`src/design/redriver_pkg.sv`:
```
// shared constants and types for the redriver control logic
package redriver_pkg;
  localparam int CLK_NS          = 4;
  localparam int STRAP_HOLD_NS   = 10000;
  localparam int STRAP_HOLD_CYC  = (STRAP_HOLD_NS + CLK_NS - 1) / CLK_NS;
  localparam int RXDET_INTVL_MS  = 12;
  localparam int RXDET_INTVL_CYC = (RXDET_INTVL_MS * 1000000) / CLK_NS;
  localparam int U2_IDLE_NS      = 1000;
  localparam int U2_IDLE_CYC     = U2_IDLE_NS / CLK_NS;
  localparam int U3_IDLE_NS      = 10000;
  localparam int U3_IDLE_CYC     = U3_IDLE_NS / CLK_NS;
  localparam logic [3:0]  AUX_CMD_WR   = 4'h8;
  localparam logic [19:0] LANE_ADDR    = 20'h00101;
  localparam logic [19:0] POWER_ADDR   = 20'h00600;
  localparam logic [2:0]  HDR_BYTES    = 3'h3;
  localparam logic [2:0]  DATA_IDX     = 3'h4;
  localparam logic [2:0]  MAX_LANES    = 3'h4;
  localparam logic [2:0]  D3_CODE      = 3'h2;
  localparam logic [2:0]  D3_AUX_CODE  = 3'h5;
  localparam logic [3:0]  EQ_OFF       = 4'h0;
  localparam int N_STRAPS = 7;
  localparam int S_SER    = 0;
  localparam int S_UEQ0   = 1;
  localparam int S_UEQ1   = 2;
  localparam int S_DEQ0   = 3;
  localparam int S_DEQ1   = 4;
  localparam int S_CFG0   = 5;
  localparam int S_CFG1   = 6;

  typedef enum logic [1:0] {LV_0 = 2'h0, LV_R = 2'h1, LV_F = 2'h2, LV_1 = 2'h3} lvl_t;
  typedef enum logic [4:0] {
    US_DISC = 5'h01, US_U0 = 5'h02, US_U1 = 5'h04, US_U2 = 5'h08, US_U3 = 5'h10
  } usb_state_t;
  typedef struct packed {
    logic [1:0] dir;
    logic       flip;
    logic       swap;
    logic [1:0] ctl;
  } path_cfg_t;
  typedef struct packed {
    logic       rx_present;
    logic       elec_idle;
    logic       lfps;
    logic       ss_active;
  } usb_line_t;
  typedef struct packed {
    logic       vld;
    logic       start;
    logic [7:0] data;
  } aux_byte_t;
endpackage

```
`src/design/aux_write_snoop.sv`:
```
// watches source-to-sink aux bytes for native writes to lane and power fields
`timescale 1ns/100ps
module aux_write_snoop
  import redriver_pkg::*;
(
  input  wire logic                   clk_i,
  input  wire logic                   srst_i,
  input  wire logic                   enable_i,
  input  wire redriver_pkg::aux_byte_t aux_i,
  output logic                        lane_wr_o,
  output logic                        power_wr_o,
  output logic [7:0]                  data_o
);
  logic [2:0]  idx_reg;
  logic [23:0] hdr_reg;
  logic [2:0]  idx;
  logic        is_wr;

  // the start flag marks the first byte of a frame, whatever came before
  assign idx   = aux_i.start ? 3'h0 : idx_reg;
  assign is_wr = enable_i && aux_i.vld && (idx == DATA_IDX) && (hdr_reg[23:20] == AUX_CMD_WR);

  always_ff @(posedge clk_i) begin
    if (srst_i) begin
      idx_reg <= 3'h0;
    end else if (aux_i.vld) begin
      idx_reg <= (idx == 3'h7) ? idx : idx + 3'h1;
    end
  end

  always_ff @(posedge clk_i) begin
    if (srst_i) begin
      hdr_reg <= 24'h0;
    end else if (aux_i.vld && idx < HDR_BYTES) begin
      hdr_reg <= {hdr_reg[15:0], aux_i.data};
    end
  end

  // only the first data byte counts; burst writes past it are ignored
  always_ff @(posedge clk_i) begin
    if (srst_i) begin
      lane_wr_o  <= 1'b0;
      power_wr_o <= 1'b0;
      data_o     <= 8'h0;
    end else begin
      lane_wr_o  <= is_wr && (hdr_reg[19:0] == LANE_ADDR); // RULE_01
      power_wr_o <= is_wr && (hdr_reg[19:0] == POWER_ADDR); // RULE_01
      if (is_wr) begin
        data_o <= aux_i.data;
      end
    end
  end
endmodule

```
`src/design/redriver_ctrl.sv`:
```
// control logic of a four-channel alt-mode linear redriver
// Functional notes
// RULE_01: snoop native aux writes to lane, power fields
// RULE_02: lane enables follow last snooped lane count
// RULE_03: sink power D3 disables every dp lane
// RULE_04: snooping on after reset, off by control
// RULE_05: never more than four dp lanes
// RULE_06: infer usb power state from line conditions
// RULE_07: lfps present forces receive equalization off
// RULE_08: otherwise equalization from pins or registers
// RULE_09: periodic receiver detect, then terminate and redrive
// RULE_10: each strap resolves to 0, R, F, 1
// RULE_11: straps latched at internal reset release
// RULE_12: strap pulls disconnected after hold time
// RULE_13: each path eq from own two straps
// RULE_14: per-channel register eq for both directions
// RULE_15: gain and linearity common to all channels
// RULE_16: path direction and mapping from pins or config
// RULE_17: automatic de-emphasis control during lfps
// RULE_18: serial select at level 0 means pin mode
// RULE_19: usb-only after reset until ctl0 pulse; here USB_EN_O is held on but dp lanes still follow ctl[1]
// RULE_20: register settings override pins in register mode
// RULE_21: snoop off holds lanes until config write
`timescale 1ns/100ps
module redriver_ctrl
  import redriver_pkg::*;
#(
  parameter int RXDET_CYC = RXDET_INTVL_CYC
)
(
  input  wire logic                    MCLK_I,
  input  wire logic                    SRST_I,
  input  wire logic [3*N_STRAPS-1:0]   STRAP_I,
  input  wire redriver_pkg::path_cfg_t PATH_PIN_I,
  input  wire redriver_pkg::path_cfg_t CFG_PATH_I,
  input  wire logic [15:0]             CFG_EQ_I,
  input  wire logic [3:0]              CFG_GAIN_I,
  input  wire logic [2:0]              CFG_LANES_I,
  input  wire logic                    CFG_LANE_WR_I,
  input  wire logic                    SNOOP_OFF_I,
  input  wire redriver_pkg::usb_line_t USB_LINE_I,
  input  wire redriver_pkg::aux_byte_t AUX_I,
  output logic                         STRAP_PULL_EN_O,
  output logic                         REG_MODE_O,
  output logic                         RXDET_REQ_O,
  output logic                         RX_TERM_EN_O,
  output logic                         REDRIVE_EN_O,
  output redriver_pkg::usb_state_t     USB_STATE_O,
  output logic                         LFPS_DEEMPH_O,
  output logic [15:0]                  RX_EQ_O,
  output logic [3:0]                   GAIN_LIN_O,
  output redriver_pkg::path_cfg_t      PATH_O,
  output logic                         USB_EN_O,
  output logic [3:0]                   DP_LANE_EN_O
);
  import redriver_pkg::*;

  function automatic lvl_t lvl_decode(input logic [2:0] th); // RULE_10
    case (th)
      3'h0:    lvl_decode = LV_0;
      3'h1:    lvl_decode = LV_R;
      3'h3:    lvl_decode = LV_F;
      3'h7:    lvl_decode = LV_1;
      default: lvl_decode = LV_F;
    endcase
  endfunction

  function automatic logic [2:0] lane_clamp(input logic [7:0] v); // RULE_05
    lane_clamp = (v > {5'h0, MAX_LANES}) ? MAX_LANES : v[2:0];
  endfunction

  function automatic logic [3:0] lane_mask(input logic [2:0] n);
    lane_mask = (n >= MAX_LANES) ? 4'hf : 4'((5'h1 << n) - 5'h1);
  endfunction

  // pin synchronisers; no reset so the latch at release sees live pins
  logic [3*N_STRAPS-1:0] strap_m, strap_s;
  path_cfg_t             path_m, path_s;
  usb_line_t             line_m, line_s;
  always_ff @(posedge MCLK_I) begin
    strap_m <= STRAP_I;
    strap_s <= strap_m;
    path_m  <= PATH_PIN_I;
    path_s  <= path_m;
    line_m  <= USB_LINE_I;
    line_s  <= line_m;
  end

  // strap latch and pull-resistor release
  lvl_t        strap_reg [N_STRAPS];
  logic        srst_q;
  logic        latched_reg;
  logic [11:0] hold_cnt_reg;
  logic        hold_done;
  logic        release_edge;
  assign release_edge = srst_q && !SRST_I;
  assign hold_done    = hold_cnt_reg == 12'(STRAP_HOLD_CYC);

  always_ff @(posedge MCLK_I) begin
    srst_q <= SRST_I;
  end

  always_ff @(posedge MCLK_I) begin
    if (SRST_I) begin
      for (int i = 0; i < N_STRAPS; i++) begin
        strap_reg[i] <= LV_F;
      end
    end else if (release_edge) begin
      for (int i = 0; i < N_STRAPS; i++) begin
        strap_reg[i] <= lvl_decode(strap_s[3*i +: 3]); // RULE_11
      end
    end
  end

  always_ff @(posedge MCLK_I) begin
    if (SRST_I) begin
      latched_reg     <= 1'b0;
      hold_cnt_reg    <= 12'h0;
      STRAP_PULL_EN_O <= 1'b1;
    end else begin
      if (release_edge) begin
        latched_reg <= 1'b1;
      end
      if (latched_reg && !hold_done) begin
        hold_cnt_reg <= hold_cnt_reg + 12'h1;
      end
      if (hold_done) begin
        STRAP_PULL_EN_O <= 1'b0; // RULE_12
      end
    end
  end

  // pin mode when the serial select strap reads level 0
  logic reg_mode;
  assign reg_mode = strap_reg[S_SER] != LV_0; // RULE_18

  always_ff @(posedge MCLK_I) begin
    if (SRST_I) begin
      REG_MODE_O <= 1'b0;
    end else begin
      REG_MODE_O <= reg_mode;
    end
  end

  // path selection and the power-up usb default
  path_cfg_t path_sel;
  logic      ctl0_q;
  logic      usb_dflt_reg;
  assign path_sel = reg_mode ? CFG_PATH_I : path_s; // RULE_16 RULE_20

  always_ff @(posedge MCLK_I) begin
    if (SRST_I) begin
      PATH_O       <= '0;
      ctl0_q       <= 1'b0;
      usb_dflt_reg <= 1'b1;
      USB_EN_O     <= 1'b0;
    end else begin
      PATH_O <= path_sel;
      // path flips from config to pins at the strap latch; that edge is no pulse
      ctl0_q <= path_sel.ctl[0] && latched_reg;
      // a fall of ctl0 after a high seen past the strap latch leaves the default usb mode
      if (ctl0_q && !path_sel.ctl[0]) begin
        usb_dflt_reg <= 1'b0; // RULE_19
      end
      USB_EN_O <= usb_dflt_reg || path_sel.ctl[0]; // RULE_19
    end
  end

  // lane count and sink power state, from snooping or configuration
  logic       snoop_en;
  logic       lane_wr, power_wr;
  logic [7:0] snoop_data;
  logic [2:0] lane_cnt_reg;
  logic       power_d3_reg;
  logic [2:0] dp_max;
  logic [2:0] lanes_act;
  assign snoop_en = !SNOOP_OFF_I && path_sel.ctl[1]; // RULE_04

  aux_write_snoop u_snoop (
    .clk_i      (MCLK_I),
    .srst_i     (SRST_I),
    .enable_i   (snoop_en),
    .aux_i      (AUX_I),
    .lane_wr_o  (lane_wr),
    .power_wr_o (power_wr),
    .data_o     (snoop_data)
  );

  always_ff @(posedge MCLK_I) begin
    if (SRST_I) begin
      lane_cnt_reg <= MAX_LANES;
      power_d3_reg <= 1'b0;
    end else if (SNOOP_OFF_I) begin
      // without snooping the captured state stands until software writes
      if (CFG_LANE_WR_I) begin
        lane_cnt_reg <= lane_clamp({5'h0, CFG_LANES_I}); // RULE_21
        power_d3_reg <= 1'b0;
      end
    end else begin
      if (lane_wr) begin
        lane_cnt_reg <= lane_clamp({3'h0, snoop_data[4:0]}); // RULE_02
      end
      if (power_wr) begin
        power_d3_reg <= (snoop_data[2:0] == D3_CODE) || (snoop_data[2:0] == D3_AUX_CODE);
      end
    end
  end

  // ctl picks four lanes, two beside usb, or none while ctl[1] is low
  assign dp_max    = path_sel.ctl[1] ? (path_sel.ctl[0] ? 3'h2 : MAX_LANES) : 3'h0;
  assign lanes_act = (lane_cnt_reg < dp_max) ? lane_cnt_reg : dp_max;

  always_ff @(posedge MCLK_I) begin
    if (SRST_I) begin
      DP_LANE_EN_O <= 4'h0;
    end else begin
      DP_LANE_EN_O <= power_d3_reg ? 4'h0 : lane_mask(lanes_act); // RULE_03 RULE_05
    end
  end

  // usb power state from termination, idle, lfps and signalling only
  usb_state_t  st_reg, st_next;
  logic [11:0] idle_cnt_reg;
  logic [21:0] rxdet_cnt_reg;
  logic        rxdet_fire;
  logic        wake;
  assign rxdet_fire = rxdet_cnt_reg == 22'(RXDET_CYC - 1);
  assign wake       = line_s.lfps || line_s.ss_active;

  always_comb begin
    st_next = st_reg;
    case (st_reg) // RULE_06
      US_DISC: if (line_s.rx_present) st_next = US_U0; // RULE_09
      US_U0:   if (!line_s.rx_present) st_next = US_DISC;
               else if (line_s.elec_idle) st_next = US_U1;
      US_U1:   if (!line_s.rx_present) st_next = US_DISC;
               else if (wake) st_next = US_U0;
               else if (idle_cnt_reg >= 12'(U2_IDLE_CYC)) st_next = US_U2;
      US_U2:   if (!line_s.rx_present) st_next = US_DISC;
               else if (wake) st_next = US_U0;
               else if (idle_cnt_reg >= 12'(U3_IDLE_CYC)) st_next = US_U3;
      US_U3:   if (!line_s.rx_present) st_next = US_DISC;
               else if (line_s.lfps) st_next = US_U0;
      default: st_next = US_DISC;
    endcase
  end

  always_ff @(posedge MCLK_I) begin
    if (SRST_I) begin
      st_reg <= US_DISC;
    end else begin
      st_reg <= st_next;
    end
  end

  // idle time counts in any state while that state holds and the line stays quiet
  always_ff @(posedge MCLK_I) begin
    if (SRST_I || st_next != st_reg || wake) begin
      idle_cnt_reg <= 12'h0;
    end else if (idle_cnt_reg != 12'hfff) begin
      idle_cnt_reg <= idle_cnt_reg + 12'h1;
    end
  end

  always_ff @(posedge MCLK_I) begin
    if (SRST_I || st_reg != US_DISC || rxdet_fire) begin
      rxdet_cnt_reg <= 22'h0;
    end else begin
      rxdet_cnt_reg <= rxdet_cnt_reg + 22'h1;
    end
  end

  always_ff @(posedge MCLK_I) begin
    if (SRST_I) begin
      RXDET_REQ_O  <= 1'b0;
      RX_TERM_EN_O <= 1'b0;
      REDRIVE_EN_O <= 1'b0;
      USB_STATE_O  <= US_DISC;
    end else begin
      RXDET_REQ_O  <= (st_reg == US_DISC) && rxdet_fire; // RULE_09
      RX_TERM_EN_O <= st_reg != US_DISC; // RULE_09
      REDRIVE_EN_O <= st_reg == US_U0;
      USB_STATE_O  <= st_reg;
    end
  end

  // equalization, gain and lfps handling
  logic [3:0]  ueq_pin, deq_pin, ueq, deq;
  logic [15:0] eq_sel;
  assign ueq_pin = {strap_reg[S_UEQ1], strap_reg[S_UEQ0]}; // RULE_13
  assign deq_pin = {strap_reg[S_DEQ1], strap_reg[S_DEQ0]}; // RULE_13
  // swap exchanges the two facing ports' settings along with direction
  assign ueq     = path_sel.swap ? deq_pin : ueq_pin;
  assign deq     = path_sel.swap ? ueq_pin : deq_pin;
  assign eq_sel  = reg_mode ? CFG_EQ_I : {deq, deq, ueq, ueq}; // RULE_14 RULE_20

  always_ff @(posedge MCLK_I) begin
    if (SRST_I) begin
      RX_EQ_O       <= 16'h0;
      LFPS_DEEMPH_O <= 1'b0;
      GAIN_LIN_O    <= 4'h0;
    end else begin
      RX_EQ_O       <= line_s.lfps ? {4{EQ_OFF}} : eq_sel; // RULE_07 RULE_08
      LFPS_DEEMPH_O <= line_s.lfps; // RULE_17
      GAIN_LIN_O    <= reg_mode ? CFG_GAIN_I
                                : {strap_reg[S_CFG1], strap_reg[S_CFG0]}; // RULE_15
    end
  end
endmodule

```
`config.mk`:
```
export PLATFORM = sky130hd
export DESIGN_NAME = redriver_ctrl
export DESIGN_NICKNAME = d
export VERILOG_FILES = /design/src/design/redriver_pkg.sv /design/src/design/aux_write_snoop.sv /design/src/design/redriver_ctrl.sv
export SDC_FILE = /design/constraint.sdc
export NUM_CORES = 1
export LEC_CHECK = 0
export BUFFER_PORTS_ARGS = -buffer_cell sky130_fd_sc_hd__buf_2
export CORE_ASPECT_RATIO = 1.5
export CORE_MARGIN = 3
export CORE_UTILIZATION = 51
export CTS_CLUSTER_DIAMETER = 30
export CTS_CLUSTER_SIZE = 12
export DETAILED_ROUTE_END_ITERATION = 8
export GPL_ROUTABILITY_DRIVEN = 0
export PLACE_DENSITY = 0.76
export SKIP_CTS_REPAIR_TIMING = 1
export SYNTH_ARGS = -nofsm -noshare
export SYNTH_HDL_FRONTEND = slang
export SYNTH_SLANG_ARGS = --single-unit
```
`constraint.sdc`:
```
create_clock -name MCLK_I -period 1.9 [get_ports MCLK_I]
set_input_delay 0.38 -clock MCLK_I [delete_from_list [all_inputs] [get_ports MCLK_I]]
set_output_delay 0.38 -clock MCLK_I [all_outputs]
set_load 0.005 [all_outputs]
```
[Word level (Yosys, flattened, before mapping)]
Memories as Yosys holds them, arrays and structs flattened.
Cells that the tools add are included.
Storage, ports and cells
  logic and storage cells: 202
  memories kept: 1
  register bits: 197
  bits in writable memories: 14
  output and inout port bits: 42
Cells by class
  shift operators: 1
  eq/ne operators: 32
  $lt $le $gt $ge: 7
  bitwise operators: 7
  add/subtract/negate cells: 5
  reduce and logical (&&, ||, !) cells: 37
  muxes and demuxes: 64
Memories
  strap_reg: words 7, width 2, read ports 7, clocked after memory_dff 0, wr ports 7, RTL line redriver_ctrl.sv:90  | lvl_t strap_reg [N_STRAPS];
Operators with widths (count)
  5-bit 2-to-1 mux: 11
  2-bit 2-to-1 mux: 21
  2-bit case mux with 3 select lines: 7
  3-bit == test (second input constant): 10
  3-bit 2-to-1 mux: 10
  5-bit case mux with 5 select lines: 1
  12-bit by 1-bit adder with 12-bit output (second input constant): 2
  22-bit by 1-bit adder with 22-bit output (second input constant): 1
  22-bit == test (second input constant): 1
  3-bit by 1-bit == test with 1-bit output (second input constant): 7
  3-bit zero test: 7
  20-bit by 11-bit == test with 1-bit output (second input constant): 1
  20-bit by 9-bit == test with 1-bit output (second input constant): 1
  16-bit 2-to-1 mux: 1
  4-bit 2-to-1 mux: 4
  12-bit == test (second input constant): 1
  12-bit greater-or-equal comparator (second input constant): 1
  12-bit by 8-bit greater-or-equal comparator with 1-bit output (second input constant): 1
  1-bit logical AND: 12
  12-bit inequality test (second input constant): 1
  1-bit 2-to-1 mux: 8
  1-bit logical OR: 7
  1-bit bitwise OR: 7
  6-bit 2-to-1 mux: 1
  other kinds (22): 29

[Depth between registers and ports, before layout]
  depth after elaboration: 9
  depth in mapped cells: 11
  depth with buffers taken out: 11

[Hierarchy]
Synthesis repeated with hierarchy kept, for this count alone.
Second synthesis, totals
  cell total of the unflattened synthesis: 761
  area total of the unflattened synthesis: 7963.9 um2
By module, submodules not included
  redriver_ctrl: area each 6338.6 um2, cells each 609, instances 1, seq. area each 3683.5 um2
  aux_write_snoop: area each 1625.3 um2, cells each 152, instances 1, seq. area each 740.7 um2

[Worst setup path after synthesis]
OpenSTA, ideal clock, no wires.
  path type: reg-to-reg
  start point: memory strap_reg[0][1] (netlist name)
  end point: register DP_LANE_EN_O[2]
  path buffers: 0
  required time: 1.824 ns
  setup time: 0.076 ns
  arrival: 1.953 ns
  cell stages (with the launch flop): 11
  setup slack: -0.129 ns
  cells stage by stage: edfxtp_1 > nor2_4 > nand3b_1 > o21ai_0 > ha_1 > nor2b_1 > o32ai_1 > nand2b_1 > ha_1 > xor2_1 > a21boi_0
RTL lines
  start, declared: RTL line redriver_ctrl.sv:90
  end signal, assigned: RTL line redriver_ctrl.sv:217  | DP_LANE_EN_O <= power_d3_reg ? 4'h0 : lane_mask(lanes_act);
  end, declared: RTL line redriver_ctrl.sv:54  | output logic [3:0] DP_LANE_EN_O

==> flow_summary.ini <==
[floorplanning]
std_cell_rows = 54
die_area_um2 = 16520
initial_utilization_pct = 52.37
ios = 116
die_h_um = 155.9
die_w_um = 106.0
core_um2 = 14590

[setup_path]
critPathKind = register to register
cp-end-kind = register
crit_required_ps = 2300
r2r_slack_ps = -90
timing.rr.end = DP_LANE_EN_O[2]
timing.rr.start = strap_reg[0][1]
cp_max_fo = 5
startpoint_type = register
worstPathArrival_ps = 2390
ff2ff_path_depth = 9

[logic_synthesis]
synthTopCellsByArea = dfxtp_1, edfxtp_1, nand2_1, a21oi_1, nor2_1
synthTopCellsByCount = dfxtp_1, nand2_1, nor2_1, a21oi_1, xnor2_1
syn_inst = 782
yosys_warnings = 0
synthArstFlopShare_pct = 0
yosysTopAreaCell = dfxtp_1
ys_ff_latch = 211
seq_area_frac_synth_pct = 57.11
synth_top_area_share_pct = 51.60
synth_edf_count = 14
synth_area_um2 = 7642
ys.flop_type = dfxtp_1
postSynthAreaPerCell_um2 = 9.773
yosysMostFrequentCell = dfxtp_1
synth_cell_types = 62
synthesis.nets = 867

[outcome]
violations = setup timing
status = finished with violations

[sta]
worst_pin_slew_ps = 474.1
hold_viol_final = 0
worst_slack_ps = -89.05
max_freq_mhz = 502.8
holdWs_ps = 65.91
final_max_slew_viol_count = 0
clock-skew-final_ps = 16.58
setup-violations-final = 2
rsz0062_at_grt = true
maxSlewHeadroom_pct = 68.10
fin_crit_sh_pct = 104.7
layout_min_cycle_time_ps = 1989

[clock_network]
cts_tree = built
cts_made_buffers = 29
clockBufferDepth = 3
root_buffer = clkbuf_16
htreeDepth = 1
cts.sinks = 211
clock_latency_ps = 530
clkTransAtPathRegs_ps = 60

[power]
finalPower_uw = 10410
vdd_drop_max_mv = 0.6872
p_comb_share_pct = 5.7
p_sw_share_pct = 22.43
p_per_area_nw_per_um2 = 1049
p_int_uw = 8072
power_frac_clock_pct = 48.8
sequentialPowerShare_pct = 45.5
power_switching_uw = 2334
power_leakage_uw = 0.004004

[detailed_routing]
wl_per_cell_um = 13.55
via_per_inst = 5.095
drc = 0
via_count = 5992
drt_pre_antenna_iters = 4
routed_wl_um = 15930
drt_iter0_markers = 265
postRouteAntennaNets = 0

[finish]
multi_input_area_um2 = 3132
final_nets = 1042
largest_reg_flops = 24
utilization_pct = 67.95
area_delta_synth_final_pct = 29.76
num-fill-cells = 1171
drive_gt1_share_pct = 23.29
regArea_um2 = 4365

[min_path]
hp-start = CFG_EQ_I[0]
hp-class = input pin to register
holdPathEnd = RX_EQ_O[0]
holdPathStages = 2

[grt]
grt_pass1_vias = 5676
gr-total-overflow = 0
track_usage_pct = 18.35
antenna_found_initial = 1
grt_max_degree = 59
grt_pass1_wl_um = 25390

[placement]
hpwlAfterDp_um = 10600
io_buffers = 115

[run]
cap_violations = 0
[cell usage in the layout, fill, tap and decap left out, types with 12 or more instances in the layout]
cell type      instances
inv_1                 17
a21oi_1               58
nor3_1                21
clkbuf_16             30
dfxtp_1              196
buf_4                 30
buf_2                115
o21a_1                17
dlygate4sd3_1         31
nor2_1                75
mux2i_1               18
xnor2_1               27
nand4_1               15
xor2_1                14
nand3_1               15
and3_1                12
nand2_1              108
nor4_1                15
edfxtp_1              14
[final cells by class]
cell class,count,area share [%]
Timing Repair Buffer,178,11.61
Antenna cell,1,0.02523
Clock buffer,38,8.377
Sequential cell,211,44.02
Multi-Input combinational cell,519,31.58
Inverter,18,0.6813
Clock inverter,15,1.236
Tap cell,196,2.473
[power by group through the flow]
stage | clock network, uW | logic [uW] | registers (uW)
floorplan | 0 | 286 | 4810
global placement | 0 | 504 | 4820
detailed placement | 0 | 514 | 4830
CTS | 5190 | 521 | 4730
global route | 5370 | 655 | 4760
finish | 5080 | 588 | 4740
[routing by layer]
| metal | up-vias | global-route usage (%) | routed length, um |
|---|---|---|---|
| met3 | 44 | 3.064 | 741 |
| met4 | 0 | 7.346 | 491 |
| met5 | - | 0 | 0 |
| met1 | 2746 | 21.14 | 6378 |
| li1 | 3054 | - | - |
| met2 | 148 | 33.70 | 8317 |
[worst max path at each step]
stage	startpoint	end	slack [ps]	cells past startpoint
finish	strap_reg[0][1]	DP_LANE_EN_O[2]	-90	9
global route	strap_reg[0][0]	DP_LANE_EN_O[2]	-200	10
CTS	strap_reg[0][0]	DP_LANE_EN_O[2]	-160	10
detailed placement	CFG_PATH_I[0]	DP_LANE_EN_O[2]	-100	10
global placement	CFG_PATH_I[0]	DP_LANE_EN_O[2]	-30	10
floorplan	strap_reg[0][0]	DP_LANE_EN_O[2]	-50	10
[worst max-delay path, cell delays in order (launching register included)]
cell and delay [ps]:
edfxtp_1 420, nor2_4 190, nand3b_1 110, o21ai_2 120, inv_2 70, ha_4 190, o2bb2a_1 300, o21bai_1 210
xor2_1 180, a21boi_1 80
[cells by family after synthesis]
logic type	after synthesis	synth area share [%]
compound gates	115	9.005
xor+xnor	41	4.699
fa+ha+maj	11	1.801
buf+inv	52	2.832
flops	211	57.11
mux	18	2.358
simple gates	334	22.20
[metrics by stage]
step	area [um2]	setup WS (ps)	TNS, ps	cells
floorplan	7649	-54.33	-96.35	782
global placement	8563	-26.49	-40.78	1088
detailed placement	8563	-103.5	-191.0	1088
CTS	9517	-159.3	-305.9	1141
global route	9917	-204.3	-356.8	1176
finish	9917	-89.05	-140.0	1176
Power figures use the tool's default switching activity.
